### config.mk
export PLATFORM = sky130hd
export DESIGN_NAME = projectile_speed_timer
export DESIGN_NICKNAME = d
export VERILOG_FILES = /design/src/shared/speed_timer_pkg.sv /design/src/logic/projectile_speed_timer.sv /design/src/logic/speed_divider.sv /design/src/logic/bin_to_bcd.sv
export SDC_FILE = /design/constraint.sdc
export NUM_CORES = 1
export LEC_CHECK = 0
export BUFFER_PORTS_ARGS = -buffer_cell sky130_fd_sc_hd__buf_4
export CAP_MARGIN = 20
export CORE_MARGIN = 2
export CORE_UTILIZATION = 40
export CTS_BUF_LIST = sky130_fd_sc_hd__clkbuf_8
export CTS_CLUSTER_SIZE = 10
export DETAILED_ROUTE_END_ITERATION = 6
export GPL_ROUTABILITY_DRIVEN = 1
export HOLD_SLACK_MARGIN = 0.03
export MAX_ROUTING_LAYER = met4
export PLACE_DENSITY_LB_ADDON = 0.2
export SYNTH_ARGS = -nofsm -noshare
export SYNTH_HDL_FRONTEND = slang
export SYNTH_SLANG_ARGS = --single-unit
### constraint.sdc
create_clock -name mclk -period 7.37 [get_ports mclk]
set_clock_uncertainty 0.15 [all_clocks]
set_input_delay 0.737 -clock mclk [delete_from_list [all_inputs] [get_ports mclk]]
set_output_delay 0.737 -clock mclk [all_outputs]
set_load 0.005 [all_outputs]
### src/shared/speed_timer_pkg.sv
package speed_timer_pkg;

  // ----------------------------------------------------------------
  // clock and geometry
  // ----------------------------------------------------------------
  localparam int unsigned CLK_HZ          = 20_000_000;
  localparam int unsigned CLK_PERIOD_NS   = 50;
  localparam int unsigned GATE_SPACING_CM = 30;

  // speed in m/s equals this numerator over the interval in cycles
  localparam longint unsigned SPEED_WHOLE_NUM =
    longint'(GATE_SPACING_CM) * CLK_HZ / 100;
  localparam longint unsigned SPEED_TENTH_NUM = SPEED_WHOLE_NUM * 10;

  // ----------------------------------------------------------------
  // speed range limits
  // ----------------------------------------------------------------
  localparam int unsigned SPEED_FINE_MAX_MPS = 1000;
  localparam int unsigned SPEED_TOP_MPS      = 1500;
  // intervals at or below this show whole metres per second
  localparam int unsigned WHOLE_MAX_CYCLES =
    32'(SPEED_WHOLE_NUM / SPEED_FINE_MAX_MPS);
  // intervals below this are faster than the top speed
  localparam int unsigned MIN_CYCLES =
    32'(SPEED_WHOLE_NUM / SPEED_TOP_MPS);

  // ----------------------------------------------------------------
  // timing
  // ----------------------------------------------------------------
  localparam int unsigned TIMEOUT_MS = 330;
  localparam int unsigned HOLDOFF_MS = 2000;
  localparam int unsigned IDLE_S     = 60;
  localparam int unsigned TIMEOUT_CYCLES_DEF = TIMEOUT_MS * (CLK_HZ / 1000);
  localparam int unsigned HOLDOFF_CYCLES_DEF = HOLDOFF_MS * (CLK_HZ / 1000);
  localparam int unsigned IDLE_CYCLES_DEF    = IDLE_S * CLK_HZ;

  // ----------------------------------------------------------------
  // arithmetic and display layout
  // ----------------------------------------------------------------
  localparam int unsigned DIGITS        = 4;
  localparam int unsigned QUO_W         = 14;
  localparam int unsigned DEND_W        = 26;
  localparam int unsigned DP_BIT        = 7;
  localparam int unsigned FINE_DP_DIGIT = 1;
  localparam logic [6:0]  SEG_DASH      = 7'h40;
  localparam logic [6:0]  SEG_ZERO      = 7'h3F;

  typedef enum logic [2:0] {
    ST_ARMED, ST_MEASURE, ST_DIVIDE, ST_CONVERT, ST_HOLD
  } state_t;

  typedef enum logic [1:0] {DM_DASH, DM_ZERO, DM_VALUE} dispMode_t;

  // common cathode, bit 0 = segment a
  function automatic logic [6:0] seg_of(input logic [3:0] d);
    logic [6:0] s;
    s = SEG_DASH;
    unique case (d)
      4'h0: s = 7'h3F;
      4'h1: s = 7'h06;
      4'h2: s = 7'h5B;
      4'h3: s = 7'h4F;
      4'h4: s = 7'h66;
      4'h5: s = 7'h6D;
      4'h6: s = 7'h7D;
      4'h7: s = 7'h07;
      4'h8: s = 7'h7F;
      4'h9: s = 7'h6F;
      default: s = SEG_DASH;
    endcase
    return s;
  endfunction

endpackage

### src/logic/projectile_speed_timer.sv
`timescale 1ns/1ns
// Behaviour
// - rising first gate line starts the interval counter.
// - rising second gate line stops the interval counter.
// - interval runs between rising edges only, never levels.
// - speed is thirty centimetre spacing divided by measured interval.
// - speeds below one thousand m/s show tenths of m/s.
// - speeds from one thousand to fifteen hundred show whole m/s.
// - clock period resolves the top speed within one m/s.
// - after a measurement wait two seconds before re-arming.
// - sixty seconds after a result, show four dashes.
// - speed is shown as decimal digits on seven segments.
// - no stop within 330 ms: show dashes and re-arm.
// - interval faster than fifteen hundred m/s shows four zeros.
module projectile_speed_timer
  import speed_timer_pkg::*;
#(
  parameter int unsigned TIMEOUT_CYCLES = TIMEOUT_CYCLES_DEF,
  parameter int unsigned HOLDOFF_CYCLES = HOLDOFF_CYCLES_DEF,
  parameter int unsigned IDLE_CYCLES    = IDLE_CYCLES_DEF
) (
  // clock and reset
  input  wire logic                  mclk,
  input  wire logic                  arst_n,
  // gate trigger lines
  input  wire logic                  gateFirst,
  input  wire logic                  gateSecond,
  // display, digit 0 in the low byte, bit 7 of each byte the point
  output logic [8*DIGITS-1:0]        segments,
  // status
  output logic                       armed
);

  localparam int unsigned CNT_W  = $clog2(TIMEOUT_CYCLES + 1);
  localparam int unsigned HOLD_W = $clog2(HOLDOFF_CYCLES + 1);
  localparam int unsigned IDLE_W = $clog2(IDLE_CYCLES + 1);

  // ----------------------------------------------------------------
  // parameter checks
  // ----------------------------------------------------------------
  // the 1000 m/s interval must fit below the timeout
  generate
    if (TIMEOUT_CYCLES <= WHOLE_MAX_CYCLES || HOLDOFF_CYCLES < 2 ||
        IDLE_CYCLES < 2 || CNT_W > DEND_W) begin : g_bad
      $error("projectile_speed_timer: unsupported cycle counts");
    end
  endgenerate

  // ----------------------------------------------------------------
  // edge detection
  // ----------------------------------------------------------------
  logic firstPrev_reg;
  logic secondPrev_reg;
  logic riseFirst;
  logic riseSecond;

  always_ff @(posedge mclk or negedge arst_n) begin
    if (!arst_n) begin
      firstPrev_reg  <= 1'b0;
      secondPrev_reg <= 1'b0;
    end else begin
      firstPrev_reg  <= gateFirst;
      secondPrev_reg <= gateSecond;
    end
  end

  assign riseFirst  = gateFirst & ~firstPrev_reg;
  assign riseSecond = gateSecond & ~secondPrev_reg;

  // ----------------------------------------------------------------
  // measurement sequence
  // ----------------------------------------------------------------
  state_t           state_reg;
  logic [CNT_W-1:0] count_reg;
  logic [CNT_W-1:0] interval;
  logic [HOLD_W-1:0] holdCnt_reg;
  logic             wholeMode_reg;
  logic             divStart_reg;
  logic             bcdStart_reg;
  logic             zeroEvt_reg;
  logic             timeoutEvt_reg;
  logic             divDone;
  logic             bcdDone;
  logic [DEND_W-1:0] quotient;
  logic [4*DIGITS-1:0] bcdDigits;
  logic             stopNow;
  logic             timeoutNow;
  logic             holdDone;

  // the edge seen one cycle after the start edge is one cycle long
  assign interval   = count_reg + CNT_W'(1);
  assign stopNow    = (state_reg == ST_MEASURE) && riseSecond;
  // a stop edge in the last cycle still counts as a measurement
  assign timeoutNow = (state_reg == ST_MEASURE) && !riseSecond &&
                      (count_reg == CNT_W'(TIMEOUT_CYCLES - 1));
  assign holdDone   = (holdCnt_reg == HOLD_W'(HOLDOFF_CYCLES - 1));

  always_ff @(posedge mclk or negedge arst_n) begin
    if (!arst_n) begin
      state_reg      <= ST_ARMED;
      count_reg      <= '0;
      wholeMode_reg  <= 1'b0;
      divStart_reg   <= 1'b0;
      bcdStart_reg   <= 1'b0;
      zeroEvt_reg    <= 1'b0;
      timeoutEvt_reg <= 1'b0;
    end else begin
      divStart_reg   <= 1'b0;
      bcdStart_reg   <= 1'b0;
      zeroEvt_reg    <= 1'b0;
      timeoutEvt_reg <= 1'b0;
      unique case (state_reg)
        ST_ARMED: begin
          // a second-gate edge here has nothing to stop
          if (riseFirst) begin
            state_reg <= ST_MEASURE;
            count_reg <= '0;
          end
        end
        ST_MEASURE: begin
          count_reg <= count_reg + CNT_W'(1);
          if (stopNow) begin
            if (interval < CNT_W'(MIN_CYCLES)) begin
              zeroEvt_reg <= 1'b1;
              state_reg   <= ST_HOLD;
            end else begin
              wholeMode_reg <= (interval <= CNT_W'(WHOLE_MAX_CYCLES));
              divStart_reg  <= 1'b1;
              state_reg     <= ST_DIVIDE;
            end
          end else if (timeoutNow) begin
            timeoutEvt_reg <= 1'b1;
            state_reg      <= ST_ARMED;
          end
        end
        ST_DIVIDE: begin
          if (divDone) begin
            bcdStart_reg <= 1'b1;
            state_reg    <= ST_CONVERT;
          end
        end
        ST_CONVERT: begin
          if (bcdDone) begin
            state_reg <= ST_HOLD;
          end
        end
        ST_HOLD: begin
          if (holdDone) begin
            state_reg <= ST_ARMED;
          end
        end
      endcase
    end
  end

  // first-gate edges during the hold-off fall through unseen
  always_ff @(posedge mclk or negedge arst_n) begin
    if (!arst_n) begin
      holdCnt_reg <= '0;
    end else if (state_reg == ST_HOLD) begin
      holdCnt_reg <= holdCnt_reg + HOLD_W'(1);
    end else begin
      holdCnt_reg <= '0;
    end
  end

  always_ff @(posedge mclk or negedge arst_n) begin
    if (!arst_n) begin
      armed <= 1'b1;
    end else begin
      armed <= (state_reg == ST_ARMED && !riseFirst) ||
               (state_reg == ST_HOLD && holdDone) || timeoutNow;
    end
  end

  // ----------------------------------------------------------------
  // speed arithmetic
  // ----------------------------------------------------------------
  // 50 ns ticks give 1500.4 m/s for one tick short at the top speed,
  // so truncating division stays inside one metre per second
  speed_divider #(
    .DEND_WIDTH (DEND_W),
    .DSOR_WIDTH (CNT_W)
  ) u_divider (
    .mclk     (mclk),
    .arst_n   (arst_n),
    .start    (divStart_reg),
    .dividend (wholeMode_reg ? DEND_W'(SPEED_WHOLE_NUM)
                             : DEND_W'(SPEED_TENTH_NUM)),
    // the count has stepped to the interval itself once stop is taken
    .divisor  (count_reg),
    .done     (divDone),
    .quotient (quotient)
  );

  bin_to_bcd #(
    .BIN_WIDTH  (QUO_W),
    .NUM_DIGITS (DIGITS)
  ) u_bcd (
    .mclk   (mclk),
    .arst_n (arst_n),
    .start  (bcdStart_reg),
    .bin    (quotient[QUO_W-1:0]),
    .done   (bcdDone),
    .bcd    (bcdDigits)
  );

  // ----------------------------------------------------------------
  // display mode and idle blanking
  // ----------------------------------------------------------------
  dispMode_t         dispMode_reg;
  logic              fine_reg;
  logic [IDLE_W-1:0] idleCnt_reg;
  logic              idleDone;
  // digits are latched so a conversion under way never reaches the pins
  logic [4*DIGITS-1:0] shown_reg;

  assign idleDone = (idleCnt_reg == IDLE_W'(IDLE_CYCLES - 1));

  // a fresh result restarts the idle count even in its last cycle
  always_ff @(posedge mclk or negedge arst_n) begin
    if (!arst_n) begin
      idleCnt_reg <= '0;
    end else if (bcdDone || zeroEvt_reg || dispMode_reg == DM_DASH) begin
      idleCnt_reg <= '0;
    end else begin
      idleCnt_reg <= idleCnt_reg + IDLE_W'(1);
    end
  end

  always_ff @(posedge mclk or negedge arst_n) begin
    if (!arst_n) begin
      dispMode_reg <= DM_DASH;
      fine_reg     <= 1'b0;
      shown_reg    <= '0;
    end else if (bcdDone) begin
      dispMode_reg <= DM_VALUE;
      shown_reg    <= bcdDigits;
      fine_reg     <= !wholeMode_reg;
    end else if (zeroEvt_reg) begin
      dispMode_reg <= DM_ZERO;
    end else if (timeoutEvt_reg) begin
      dispMode_reg <= DM_DASH;
    end else if (idleDone) begin
      dispMode_reg <= DM_DASH;
    end
  end

  // ----------------------------------------------------------------
  // segment drivers
  // ----------------------------------------------------------------
  for (genvar i = 0; i < DIGITS; i++) begin : g_digit
    always_ff @(posedge mclk or negedge arst_n) begin
      if (!arst_n) begin
        segments[8*i+:8] <= {1'b0, SEG_DASH};
      end else begin
        unique case (dispMode_reg)
          DM_DASH:  segments[8*i+:8] <= {1'b0, SEG_DASH};
          DM_ZERO:  segments[8*i+:8] <= {1'b0, SEG_ZERO};
          DM_VALUE: segments[8*i+:8] <=
            {fine_reg && (i == FINE_DP_DIGIT), seg_of(shown_reg[4*i+:4])};
        endcase
      end
    end
  end
endmodule // projectile_speed_timer

### src/logic/speed_divider.sv
`timescale 1ns/1ns
module speed_divider
  import speed_timer_pkg::*;
#(
  parameter int unsigned DEND_WIDTH = 26,
  parameter int unsigned DSOR_WIDTH = 23
) (
  // clock and reset
  input  wire logic                  mclk,
  input  wire logic                  arst_n,
  // request
  input  wire logic                  start,
  input  wire logic [DEND_WIDTH-1:0] dividend,
  input  wire logic [DSOR_WIDTH-1:0] divisor,
  // answer
  output logic                       done,
  output logic [DEND_WIDTH-1:0]      quotient
);

  localparam int unsigned CW = $clog2(DEND_WIDTH + 1);

  generate
    if (DSOR_WIDTH > DEND_WIDTH || DEND_WIDTH < 2) begin : g_bad
      $error("speed_divider: unsupported widths");
    end
  endgenerate

  logic [DSOR_WIDTH:0] rem_reg;
  logic [CW-1:0]       cnt_reg;
  logic                busy_reg;
  logic [DSOR_WIDTH:0] trial;

  assign trial = {rem_reg[DSOR_WIDTH-1:0], quotient[DEND_WIDTH-1]};

  // restoring division, one quotient bit per cycle
  always_ff @(posedge mclk or negedge arst_n) begin
    if (!arst_n) begin
      rem_reg  <= '0;
      quotient <= '0;
      cnt_reg  <= '0;
      busy_reg <= 1'b0;
      done     <= 1'b0;
    end else begin
      done <= 1'b0;
      if (start) begin
        rem_reg  <= '0;
        quotient <= dividend;
        cnt_reg  <= CW'(DEND_WIDTH);
        busy_reg <= 1'b1;
      end else if (busy_reg) begin
        if (trial >= {1'b0, divisor}) begin
          rem_reg  <= trial - {1'b0, divisor};
          quotient <= {quotient[DEND_WIDTH-2:0], 1'b1};
        end else begin
          rem_reg  <= trial;
          quotient <= {quotient[DEND_WIDTH-2:0], 1'b0};
        end
        cnt_reg <= cnt_reg - CW'(1);
        if (cnt_reg == CW'(1)) begin
          busy_reg <= 1'b0;
          done     <= 1'b1;
        end
      end
    end
  end

endmodule // speed_divider

### src/logic/bin_to_bcd.sv
`timescale 1ns/1ns
module bin_to_bcd
  import speed_timer_pkg::*;
#(
  parameter int unsigned BIN_WIDTH  = 14,
  parameter int unsigned NUM_DIGITS = 4
) (
  // clock and reset
  input  wire logic                    mclk,
  input  wire logic                    arst_n,
  // request
  input  wire logic                    start,
  input  wire logic [BIN_WIDTH-1:0]    bin,
  // answer
  output logic                         done,
  output logic [4*NUM_DIGITS-1:0]      bcd
);

  localparam int unsigned CW = $clog2(BIN_WIDTH + 1);

  generate
    if (NUM_DIGITS < 1 || BIN_WIDTH < 2) begin : g_bad
      $error("bin_to_bcd: unsupported widths");
    end
  endgenerate

  logic [BIN_WIDTH-1:0]    bin_reg;
  logic [CW-1:0]           cnt_reg;
  logic                    busy_reg;
  logic [4*NUM_DIGITS-1:0] adj;

  // add three to every nibble above four before each shift
  for (genvar i = 0; i < NUM_DIGITS; i++) begin : g_adj
    assign adj[4*i+:4] = (bcd[4*i+:4] > 4'h4) ? bcd[4*i+:4] + 4'h3
                                               : bcd[4*i+:4];
  end

  always_ff @(posedge mclk or negedge arst_n) begin
    if (!arst_n) begin
      bin_reg  <= '0;
      bcd      <= '0;
      cnt_reg  <= '0;
      busy_reg <= 1'b0;
      done     <= 1'b0;
    end else begin
      done <= 1'b0;
      if (start) begin
        bin_reg  <= bin;
        bcd      <= '0;
        cnt_reg  <= CW'(BIN_WIDTH);
        busy_reg <= 1'b1;
      end else if (busy_reg) begin
        bcd     <= {adj[4*NUM_DIGITS-2:0], bin_reg[BIN_WIDTH-1]};
        bin_reg <= {bin_reg[BIN_WIDTH-2:0], 1'b0};
        cnt_reg <= cnt_reg - CW'(1);
        if (cnt_reg == CW'(1)) begin
          busy_reg <= 1'b0;
          done     <= 1'b1;
        end
      end
    end
  end

endmodule // bin_to_bcd

## Word level (Yosys, flattened, before mapping)

Memory sizes are Yosys's and may differ from the RTL's.
Index checks and enable logic that the tools add are counted.

- Output and inout bits: 33
- Register bits: 234
- ROM bits: 448
- Logic and storage cells: 154
- Memories: 4

- Bitwise gates (word level): 5
- Magnitude comparators: 7
- $add $sub $neg: 10
- Equality and inequality tests: 16
- Reductions and logical operators: 21
- Multiplexer cells: 62

Memory list:

| memory | depth | width | rd ports | clocked after memory_dff | write ports | RTL line | source |
|---|---|---|---|---|---|---|---|
| (no name shown) | 16 | 7 | 1 | 0 | 0 | speed_timer_pkg.sv:58 | `unique case (d)` |
| (no name shown) | 16 | 7 | 1 | 0 | 0 | speed_timer_pkg.sv:58 |  |
| (no name shown) | 16 | 7 | 1 | 0 | 0 | speed_timer_pkg.sv:58 |  |
| (no name shown) | 16 | 7 | 1 | 0 | 0 | speed_timer_pkg.sv:58 |  |

Operators by type and width:

| kind | number |
|---|---|
| 2-to-1 mux 26 bit | 4 |
| one-hot mux 8 bit (3 select lines) | 4 |
| 2-to-1 mux 23 bit | 4 |
| one-hot mux 23 bit (2 select lines) | 1 |
| 2-to-1 mux 16 bit | 2 |
| adder 31 x 1 -> 31 bit (second input constant) | 1 |
| == test 31 bit (second input constant) | 1 |
| 2-to-1 mux 31 bit | 1 |
| 2-to-1 mux 14 bit | 2 |
| adder 26 x 1 -> 26 bit (second input constant) | 1 |
| == test 26 bit (second input constant) | 1 |
| >= comparator 24 x 23 -> 1 bit | 1 |
| 2-to-1 mux 1 bit | 24 |
| 2-to-1 mux 3 bit | 8 |
| adder 23 x 1 -> 23 bit (second input constant) | 1 |
| == test 23 bit (second input constant) | 1 |
| less-or-equal comparator 23 x 13 -> 1 bit (second input constant) | 1 |
| less-than comparator 23 x 12 -> 1 bit (second input constant) | 1 |
| subtractor 23 bit | 1 |
| 2-to-1 mux 4 bit | 5 |
| > comparator 4 x 3 -> 1 bit (second input constant) | 4 |
| one-hot mux 3 bit (5 select lines) | 1 |
| adder 4 x 2 -> 4 bit (second input constant) | 3 |
| 2-to-1 mux 5 bit | 2 |
| other kinds (26) | 46 |

## Logic depth before layout (Yosys ltp)

Gate-level depths: netlist of the first run.

- Word-level depth: 8
- Mapped depth: 13

## Cells and area by module

From an unflattened synthesis of the first run, not the netlist that was laid out.

- Cells, all modules: 1456
- Area, all modules: 13292.7 um^2

By module, submodules not included:

| module | area each (um^2) | cells each | seq. area each (um^2) | times used |
|---|---|---|---|---|
| projectile_speed_timer | 7407.1 | 806 | 3484.6 | 1 |
| speed_divider | 3987.6 | 455 | 1401.3 | 1 |
| bin_to_bcd | 1898.1 | 195 | 900.9 | 1 |

## Worst setup path before layout of the first run

OpenSTA, ideal clock, no wires.

- Path type: register to register
- From: register count_reg[5]
- To: register u_divider.rem_reg[21]
- Period minus slack after synthesis: 2808 ps
- Setup slack: 4562 ps
- Stages on the path, launching flop included: 13
- Arrival time: 2564 ps
- Library setup time: 94 ps
- Cells stage by stage: dfrtp_1 -> buf_2 -> inv_1 -> ha_1 -> a21o_1 -> or3_4 -> o22ai_4 -> o211a_4 -> o31ai_4 -> a21o_2 -> buf_6 -> mux2i_1 -> a221oi_2

- Word-level cells in the longest chain between the ends: 4
- Elaborated cells between the ends (all ways): 5
- Classes of those cells: add/sub (1); order compare (1); mux (3)

RTL lines:

| element | RTL line | source |
|---|---|---|
| start: declaration | projectile_speed_timer.sv:74 | `logic [CNT_W-1:0] count_reg;` |
| start signal: assignment | projectile_speed_timer.sv:121 | `count_reg <= count_reg + CNT_W'(1);` |
| subtractor 23 bit / >= comparator 24 x 23 -> 1 bit (equally long branches) | speed_divider.sv:52, speed_divider.sv:51 |  |
| 2-to-1 mux 23 bit (*) | speed_divider.sv:51 | `if (trial >= {1'b0, divisor}) begin` |
| 2-to-1 mux 23 bit (*) | speed_divider.sv:50 | `end else if (busy_reg) begin` |
| 2-to-1 mux 23 bit (*) | speed_divider.sv:45 | `if (start) begin` |
| end signal: assignment | speed_divider.sv:52 | `rem_reg <= trial - {1'b0, divisor};` |
| end signal: assignment | speed_divider.sv:55 | `rem_reg <= trial;` |
| end: declaration | speed_divider.sv:28 | `logic [DSOR_WIDTH:0] rem_reg;` |

Mark *: on every way between the ends. The rest lies on a longest branch, timed or not. The select of a mux whose other input is x is not followed.
A chain may end at the register's enable or synchronous reset.

## Worst setup path in the final report of the first run

- From: register count_reg[5]
- To: register u_divider.rem_reg[1]

- Word-level cells in the longest chain between the ends: 4

RTL lines:

| element | RTL line |
|---|---|
| >= comparator 24 x 23 -> 1 bit | speed_divider.sv:51 |
| 2-to-1 mux 23 bit | speed_divider.sv:51 |
| 2-to-1 mux 23 bit | speed_divider.sv:50 |
| 2-to-1 mux 23 bit | speed_divider.sv:45 |

Every way passes these cells. The select of a mux whose other input is x is not followed.

==> results of run 1 <==
==> path summary, 6_finish.rpt <==
| check | from | to | cells after the start |
|---|---|---|---|
| worst max-delay path | count_reg[5] | u_divider.rem_reg[1] | 10 |
| worst min-delay path | gateFirst | firstPrev_reg | 1 |
| worst max register to register | count_reg[5] | u_divider.rem_reg[1] | 10 |
| worst min register to register | u_divider.quotient[5] | u_bcd.bin_reg[5] | 2 |
| max in group asynchronous | arst_n | u_bcd.busy_reg | 3 |
| min in group asynchronous | arst_n | holdCnt_reg[22] | 2 |
==> layout make-up <==
class / instances / area, sq um / share of cell area (%)
Multi-Input combinational cell: 997 / 6330 / 44.7
Sequential cell: 231 / 5790 / 40.9
Clock buffer: 60 / 826 / 5.83
Tap cell: 402 / 503 / 3.55
Timing Repair Buffer: 41 / 350 / 2.47
Inverter: 73 / 274 / 1.93
Clock inverter: 20 / 96.3 / 0.680
==> critical path: cells and delay by family (launching register included) <==
kind | cells | cell delay [ns]
simple gates | 2 | 0.45
buf+inv | 1 | 0.15
flops | 1 | 0.48
compound gates | 6 | 1.58
fa+ha+maj | 1 | 0.39
==> cells in the final DEF (no fill, tap or decap), types with 4 or more instances in the layout <==
cell and count:
o31ai_1 6, a21o_1 4, dfstp_2 5, or3_1 19, buf_4 37, a311oi_1 8
and3_1 16, a31oi_1 20, o211ai_1 6, nor4_1 9, nor2b_1 8, xor2_1 35
a211oi_1 27, a221oi_1 4, nor3_1 15, nor4b_1 4, nand2b_1 14, nor2_1 155
mux2i_1 55, nand3_1 48, nand2_1 136, o21a_1 14, a21oi_1 68, o22ai_1 4
and4_1 6, nor3b_1 5, dfrtp_1 224, clkinv_2 4, nand4_1 24, clkbuf_8 60
ha_1 60, xnor2_1 37, inv_1 86, o21ai_0 116, and2_1 6
==> kinds of logic (layout without fill, tap and decap cells) <==
family                     Yosys count  in the layout  synth area share, %
and+or+nand+nor                    488            488                 18.5
AOI/OAI and AO/OA                  315            315                 15.6
DFF                                231            231                 45.6
buffers and inverters              145            194                 4.64
xor gates and xnor gates            72             72                 4.97
adders and majority gates           62             62                 6.15
muxes                               57             57                 4.51
other                                1              3               0.0295
==> where the power goes <==
part / total, mW / leakage, nW / switching (mW) / internal (mW)
Clock: 1.28 / 0.527 / 0.554 / 0.726
Sequential: 1.84 / 3.02 / 0.270 / 1.57
Combinational: 1.92 / 2.53 / 1.06 / 0.860
Total: 5.04 / 6.07 / 1.88 / 3.16
==> routing by layer <==
metal,part of all wire (%),vias to the layer above
met5,0,-
met4,1.8,0
met3,4.2,39
met2,45,185
met1,49,4566
li1,-,4856
==> timing repair <==
action                    4_1_cts  5_1_grt
hold endpoints to repair       46        0
hold buffers                    1        0
setup buffers                   0        0
==> impl_metrics.env, run 1 <==
export IMPL_routabilityCongestion=0.843
export IMPL_grt_busiest_layer="met2"
export IMPL_use_met3_pct=2.97
export IMPL_p_leak_nw=6.07
export IMPL_finalCoreUtilization_pct=45.1
export IMPL_cts_buffers=44
export IMPL_fin_crit_sh_pct=44.9
export IMPL_ys_types=87
export IMPL_grt_max_degree=183
export IMPL_cts_root_buf="clkbuf_8"
export IMPL_synth_top_cells_by_count="dfrtp_1 (226), nor2_1 (155), nand2_1 (136), o21ai_0 (116), inv_1 (73)"
export IMPL_netlist_area_sq_um=12700
export IMPL_ys_top_cells_by_area="dfrtp_1 (45%), ha_1 (5.9%), nor2_1 (4.6%)"
export IMPL_antenna_found_initial=0
export IMPL_finalWirelength_microns=26600
export IMPL_place_area_sq_um=13200
export IMPL_area_growth_pct=11.6
export IMPL_finalSetupViolCount=0
export IMPL_finalPower_mw=5.04
export IMPL_yosys_warnings=0
export IMPL_cpMaxStageDelayCell="a21oi_2"
export IMPL_drt_iter0_markers=514
export IMPL_grt_overflow_total=0
export IMPL_cap_violations=0
export IMPL_powerDensity_nw_per_um2=356
export IMPL_synth_seq_cells=231
export IMPL_viasPerCell=5.29
export IMPL_start_util_pct=40.4
export IMPL_slew_headroom_pct=23.7
export IMPL_core_area_sq_um=31400
export IMPL_period_needed_ns=3.31
export IMPL_yosysTopAreaCellShare_pct=44.5
export IMPL_synth_seq_area_share_pct=45.6
export IMPL_nets=1453
export IMPL_synth_top_area_cell="dfrtp_1"
export IMPL_rows=65
export IMPL_n_antenna_cell=0
export IMPL_worst_pin_slew_ns=1.14
export IMPL_clk_path_buf_depth=3
export IMPL_cts_tree="done"
export IMPL_htreeDepth=2
export IMPL_drive_above_1_share_pct=10.1
export IMPL_status="finished, final reports clean"
export IMPL_clock_sinks=231
export IMPL_synth_flop_cell="dfrtp_1"
export IMPL_dp_slack_ns=4.06
export IMPL_path_class="reg2reg"
export IMPL_worst_slack_ns=4.06
export IMPL_dp_hpwl_microns=17100
export IMPL_ant_nets=0
export IMPL_arrival_ns=3.60
export IMPL_yosys_cell_count_top_type="dfrtp_1"
export IMPL_ios=37
export IMPL_end_kind="flop"
export IMPL_rsz0062_at_grt="false"
export IMPL_required_ns=7.67
export IMPL_vias=9646
export IMPL_largest_reg_flops=31
export IMPL_die_y_microns=182
export IMPL_crit_chain="inv_1, ha_1, a21o_1, or3_4, o22ai_4, o211a_4, o31ai_4, a21oi_2, nand2_1, a311oi_1"
export IMPL_worstHoldPathType="in2reg"
export IMPL_r2r_slack_ns=4.06
export IMPL_max_freq_ghz=0.302
export IMPL_ys_async_sr_fraction_pct=100
export IMPL_die_area_sq_um=33200
export IMPL_stdcell_area_sq_um=14200
export IMPL_die_x_microns=182
export IMPL_path_clk_slew_ns=0.06
export IMPL_routedWlPerCell_microns=14.6
export IMPL_max_stage_delay_ns=0.62
export IMPL_synth_area_per_cell_sq_um=9.26
export IMPL_cp_start_kind="flop"
export IMPL_grt_pass1_vias=9343
export IMPL_vdd_drop_max_mv=0.151
export IMPL_clk_latency_ns=0.56
export IMPL_post_layout_nonfiller_instances=1824
export IMPL_setup_tns_ns=0
export IMPL_synth_cells=1371
export IMPL_port_buffers=33
export IMPL_hold_slack_ns=0.137
export IMPL_grt_use_met2_pct=26.1
export IMPL_hold_violations=0
export IMPL_final_max_slew_viol_count=0
export IMPL_dp_cells=1742
export IMPL_synth_edf_count=0
export IMPL_fillers=3038
export IMPL_postCtsResizedCells=0
export IMPL_grt_util_met1_pct=22.6
export IMPL_gr_usage_all_layers_pct=16.8
export IMPL_drc=0
export IMPL_grt_pass1_wl_microns=45800
export IMPL_firstDrtPassIters=5
export IMPL_critical_path_max_fanout=13
(Power assumes the default switching activity.)
==> inputs of run 2 (changes only) <==
--- a/config.mk
+++ b/config.mk
@@ -5,6 +5,7 @@
 export SDC_FILE = /design/constraint.sdc
 export NUM_CORES = 1
 export LEC_CHECK = 0
+export ABC_AREA = 1
 export BUFFER_PORTS_ARGS = -buffer_cell sky130_fd_sc_hd__buf_4
 export CAP_MARGIN = 20
 export CORE_MARGIN = 2
==> constraint.sdc (replaced) <==
create_clock -name mclk -period 3.15 [get_ports mclk]
set_clock_uncertainty 0.15 [all_clocks]
set_input_delay 0.315 -clock mclk [delete_from_list [all_inputs] [get_ports mclk]]
set_output_delay 0.315 -clock mclk [all_outputs]
set_load 0.005 [all_outputs]
==> impl_metrics.env, run 2 <==
export IMPL_setup_tns_ns=0
export IMPL_finalCoreUtilization_pct=45.9
export IMPL_worst_pin_slew_ns=0.916
export IMPL_synth_flop_cell="dfrtp_1"
export IMPL_arrival_ns=3.16
export IMPL_max_freq_ghz=0.354
export IMPL_routedWlPerCell_microns=14.0
export IMPL_ant_nets=0
export IMPL_viasPerCell=5.09
export IMPL_core_area_sq_um=31400
export IMPL_cts_buffers=42
export IMPL_finalWirelength_microns=29600
export IMPL_cp_start_kind="flop"
export IMPL_routabilityCongestion=0.939
export IMPL_final_common_cell="nand2_1"
export IMPL_worstHoldPathType="in2async"
export IMPL_grt_pass1_vias=10464
export IMPL_powerDensity_nw_per_um2=589
export IMPL_largest_reg_flops=31
export IMPL_synth_top_area_cell="dfrtp_1"
export IMPL_synth_top_cells_by_count="nand2_1 (371), dfrtp_1 (226), inv_1 (209), nor2_1 (165), o21ai_0 (121)"
export IMPL_slew_headroom_pct=38.9
export IMPL_clk_latency_ns=0.56
export IMPL_status="finished, final reports clean"
export IMPL_start_util_pct=40.4
export IMPL_required_ns=3.48
export IMPL_vias=10793
export IMPL_fin_crit_sh_pct=89.8
export IMPL_stdcell_area_sq_um=14400
export IMPL_dp_cells=2040
export IMPL_drt_iter0_markers=671
export IMPL_grt_pass1_wl_microns=50800
export IMPL_final_max_slew_viol_count=0
export IMPL_synth_edf_count=0
export IMPL_synth_cells=1626
export IMPL_layout_common_cells="nand2_1 (371), dfrtp_1 (226), inv_1 (223)"
export IMPL_die_y_microns=182
export IMPL_vdd_drop_max_mv=0.443
export IMPL_p_leak_nw=6.81
export IMPL_r2r_slack_ns=0.32
export IMPL_rows=65
export IMPL_hold_violations=0
export IMPL_synth_simple_area_share_pct=24.3
export IMPL_finalSetupViolCount=0
export IMPL_netlist_area_sq_um=12700
export IMPL_clk_path_buf_depth=3
export IMPL_ys_async_sr_fraction_pct=100
export IMPL_synth_area_per_cell_sq_um=7.81
export IMPL_yosys_cell_count_top_type="nand2_1"
export IMPL_end_kind="flop"
export IMPL_critical_path_max_fanout=26
export IMPL_nets=1750
export IMPL_synthXorXnorAreaFrac_pct=2.35
export IMPL_port_buffers=33
export IMPL_synth_mux_area_share_pct=0
export IMPL_antenna_found_initial=0
export IMPL_firstDrtPassIters=5
export IMPL_drc=0
export IMPL_die_x_microns=182
export IMPL_path_class="reg2reg"
export IMPL_yosys_warnings=0
export IMPL_ios=37
export IMPL_cts_root_buf="clkbuf_8"
export IMPL_area_growth_pct=13.5
export IMPL_synth_fa_ha_area_share_pct=6.07
export IMPL_synth_seq_cells=231
export IMPL_ff2ff_path_depth=12
export IMPL_post_layout_nonfiller_instances=2120
export IMPL_synth_top_family_by_area="simple AND/OR/NAND/NOR gates"
export IMPL_grt_overflow_total=0
export IMPL_yosysTopAreaCellShare_pct=44.6
export IMPL_synth_compound_area_share_pct=14.1
export IMPL_cts_tree="done"
export IMPL_clock_sinks=231
export IMPL_place_area_sq_um=13400
export IMPL_gr_usage_all_layers_pct=18.9
export IMPL_dp_hpwl_microns=21200
export IMPL_drive_above_1_share_pct=8.67
export IMPL_n_antenna_cell=0
export IMPL_grt_max_degree=85
export IMPL_fillers=3136
export IMPL_ys_top_cells_by_area="dfrtp_1 (45%), nand2_1 (11%), inv_1 (6.2%)"
export IMPL_cap_violations=0
export IMPL_ys_types=48
export IMPL_rsz0062_at_grt="false"
export IMPL_htreeDepth=2
export IMPL_synth_seq_area_share_pct=45.6
export IMPL_hold_slack_ns=0.161
export IMPL_path_clk_slew_ns=0.06
export IMPL_period_needed_ns=2.83
export IMPL_die_area_sq_um=33200
==> run 2: worst max-delay path: stages, from the launching register on <==
cell and delay (ns):
dfrtp_1 0.46, ha_1 0.27, fa_1 0.41, o21ai_1 0.28, nand2_1 0.08, nand2_1 0.16, nand3_1 0.09, nand4_1 0.11
buf_4 0.27, nand2_1 0.22, o21ai_0 0.13, nand2_1 0.07, nand2_1 0.05
==> run 2: cells by family after synthesis <==
kind of cell,Yosys count
AND/OR/NAND/NOR,724
flip-flops,231
adder cells (fa/ha/maj),61
AO/OA/AOI/OAI,322
other,1
XOR/XNOR,34
buffers and inverters,253
==> run 2: stage by stage <==
| stage | power (mW) | setup WS (ns) |
|---|---|---|
| 2_1_floorplan | 4.66 | 0.746 |
| 3_3_place_gp | 5.43 | 0.394 |
| 3_5_place_dp | 5.45 | 0.321 |
| 4_1_cts | 8.62 | 0.305 |
| 5_1_grt | 9.04 | 0.0465 |
| 6_report | 8.48 | 0.322 |
==> run 2: routing by layer <==
metal  vias up  track usage, %  part of all wire [%]
met5         -               -                     0
met4         0            7.06                   3.1
met3        61            2.99                   4.5
met2       227            29.3                    45
met1      5029            25.1                    48
li1       5476               -                     -
==> run 2: what timing repair did <==
action                                 CTS  global route
endpoints found under the hold margin   84             0
resized for setup                        0             0
hold buffers                             3             0
setup buffers                            0             0
==> run 2: final timing paths <==
check / start / endpoint
max: count_reg[0] / u_divider.rem_reg[21]
min: arst_n / idleCnt_reg[4]
max reg2reg: count_reg[0] / u_divider.rem_reg[21]
min reg2reg: holdCnt_reg[0] / holdCnt_reg[0]
max in group asynchronous: arst_n / segments[22]
min in group mclk: gateFirst / firstPrev_reg
==> run 2: area by class of cell <==
cell class                      instances  area [sq um]  share of cell area (%)
Inverter                              213           800                    5.55
Tap cell                              402           503                    3.49
Multi-Input combinational cell       1144          5950                    41.3
Sequential cell                       231          5790                    40.2
Clock buffer                           52           716                    4.97
Timing Repair Buffer                   53           425                    2.95
Clock inverter                         25           218                    1.51
==> run 2: where the power goes <==
group / internal, mW / total (mW) / switching [mW]
clock: 1.83 / 3.10 / 1.27
combinational: 0.748 / 2.02 / 1.28
sequential: 3.24 / 3.36 / 0.115
total: 5.82 / 8.48 / 2.66
==> inputs of run 3 (changes only) <==
==> constraint.sdc (replaced) <==
create_clock -name mclk -period 3 [get_ports mclk]
set_clock_uncertainty 0.15 [all_clocks]
set_input_delay 0.3 -clock mclk [delete_from_list [all_inputs] [get_ports mclk]]
set_output_delay 0.3 -clock mclk [all_outputs]
set_load 0.005 [all_outputs]
==> impl_metrics.env, run 3 (synthesis results as in run 2) <==
export IMPL_status="finished, final reports clean"
export IMPL_layout_common_cells="nand2_1 (371), dfrtp_1 (226), inv_1 (217)"
export IMPL_die_x_microns=182
export IMPL_top_layer_used="met4"
export IMPL_cp_start_kind="flop"
export IMPL_die_area_sq_um=33200
export IMPL_place_area_sq_um=13500
export IMPL_cp_depth=12
export IMPL_required_ns=3.29
export IMPL_worst_slack_ns=0.250
export IMPL_r2r_slack_ns=0.25
export IMPL_clk_latency_ns=0.57
export IMPL_final_common_cell="nand2_1"
export IMPL_p_leak_nw=6.81
export IMPL_rows=65
export IMPL_crit_chain="inv_1, ha_1, a21oi_1, a21boi_0, nand2_1, nand3_1, nand4_1, buf_12, nand2_1, o21ai_0, nand2_1, nand2_1"
export IMPL_ios=37
export IMPL_n_antenna_cell=0
export IMPL_cts_buffers=42
export IMPL_area_growth_pct=13.9
export IMPL_htreeDepth=2
export IMPL_dp_hpwl_microns=21400
export IMPL_drc=0
export IMPL_finalSetupViolCount=0
export IMPL_drt_iter0_markers=759
export IMPL_post_layout_nonfiller_instances=2119
export IMPL_vdd_drop_max_mv=0.412
export IMPL_nets=1750
export IMPL_cts_root_buf="clkbuf_8"
export IMPL_setup_tns_ns=0
export IMPL_clk_path_buf_depth=3
export IMPL_path_clk_slew_ns=0.06
export IMPL_core_area_sq_um=31400
export IMPL_grt_overflow_total=0
export IMPL_gr_usage_all_layers_pct=19.0
export IMPL_slew_headroom_pct=37.7
export IMPL_rr_endpoint="u_divider.rem_reg[21]"
export IMPL_arrival_ns=3.04
export IMPL_powerDensity_nw_per_um2=623
export IMPL_antenna_found_initial=0
export IMPL_met3WireLength_microns=1490
export IMPL_start_util_pct=40.4
export IMPL_crit_path_frequent_cell="nand2_1"
export IMPL_port_buffers=33
export IMPL_routabilityCongestion=0.997
export IMPL_dp_slack_ns=0.248
export IMPL_max_freq_ghz=0.364
export IMPL_worstHoldPathType="in2async"
export IMPL_fin_crit_sh_pct=91.7
export IMPL_finalWirelength_microns=30000
export IMPL_final_max_slew_viol_count=0
export IMPL_stdcell_area_sq_um=14500
export IMPL_clock_sinks=231
export IMPL_grt_pass1_vias=10397
export IMPL_cts_tree="done"
export IMPL_die_y_microns=182
export IMPL_critical_path_top_delay_family="simple AND/OR/NAND/NOR gates"
export IMPL_hold_violations=0
export IMPL_critical_path_max_fanout=31
export IMPL_path_class="reg2reg"
export IMPL_drive_above_1_share_pct=9.03
export IMPL_worst_pin_slew_ns=0.934
export IMPL_max_stage_delay_ns=0.43
export IMPL_r2r_start="count_reg[7]"
export IMPL_vias=10737
export IMPL_cap_violations=0
export IMPL_viasPerCell=5.07
export IMPL_grt_pass1_wl_microns=50900
export IMPL_finalPower_mw=9.00
export IMPL_met1_length_microns=14100
export IMPL_cpMaxStageDelayCell="dfrtp_1"
export IMPL_routedWlPerCell_microns=14.2
export IMPL_ant_nets=0
export IMPL_period_needed_ns=2.75
export IMPL_path_buf_inv=2
export IMPL_firstDrtPassIters=5
export IMPL_end_kind="flop"
export IMPL_grt_max_degree=78
export IMPL_largest_reg_flops=31
export IMPL_dp_cells=2040
export IMPL_wl_met2_microns=13600
export IMPL_rsz0062_at_grt="false"
export IMPL_ff2ff_path_depth=12
run 3: cell count changes in the layout (fill, tap and decap cells not counted), sizes merged:
cell and change:
bufinv -1, inv -7, clkbuf +3, clkinv +3, clkinvlp +1
run 3: stage by stage:
stage               hold slack [ns]  util, %
floorplan                    -0.146        -
global placement              0.179     42.9
detailed placement            0.180     42.9
CTS                           0.160     46.0
global route                  0.180     46.1
finish                        0.164     46.1
run 3: worst max-delay path by stage:
stage	start	to
floorplan	count_reg[0]	u_divider.rem_reg[15]
global placement	count_reg[0]	u_divider.rem_reg[21]
detailed placement	count_reg[0]	u_divider.rem_reg[21]
CTS	count_reg[0]	u_divider.rem_reg[21]
global route	count_reg[0]	u_divider.rem_reg[21]
finish	count_reg[7]	u_divider.rem_reg[21]
run 3: what timing repair did:
| item | 4_1_cts | 5_1_grt |
|---|---|---|
| endpoints found under the setup margin | 0 | 3 |
| hold buffers | 3 | 0 |
| hold endpoints to repair | 91 | 0 |
| setup buffers | 0 | 0 |
| gates resized for setup | 0 | 1 |
run 3: per-layer routing:
| metal | vias to the layer above | track usage (%) |
|---|---|---|
| met5 | - | - |
| met4 | 0 | 6.06 |
| met3 | 59 | 3.55 |
| met2 | 217 | 30.2 |
| met1 | 4987 | 24.8 |
| li1 | 5474 | - |
run 3: report_power, final:
| part | internal, mW | switching (mW) |
|---|---|---|
| Clock | 1.92 | 1.37 |
| Sequential | 3.40 | 0.120 |
| Combinational | 0.827 | 1.37 |
run 3: cell type report:
class	count	area (sq um)
clock buffer	55	757
clock inverter	21	190
fill	3134	16900
inverter	213	800
multi-input combinational	1144	5960
sequential	231	5790
tap	402	503
timing repair buffer	53	463
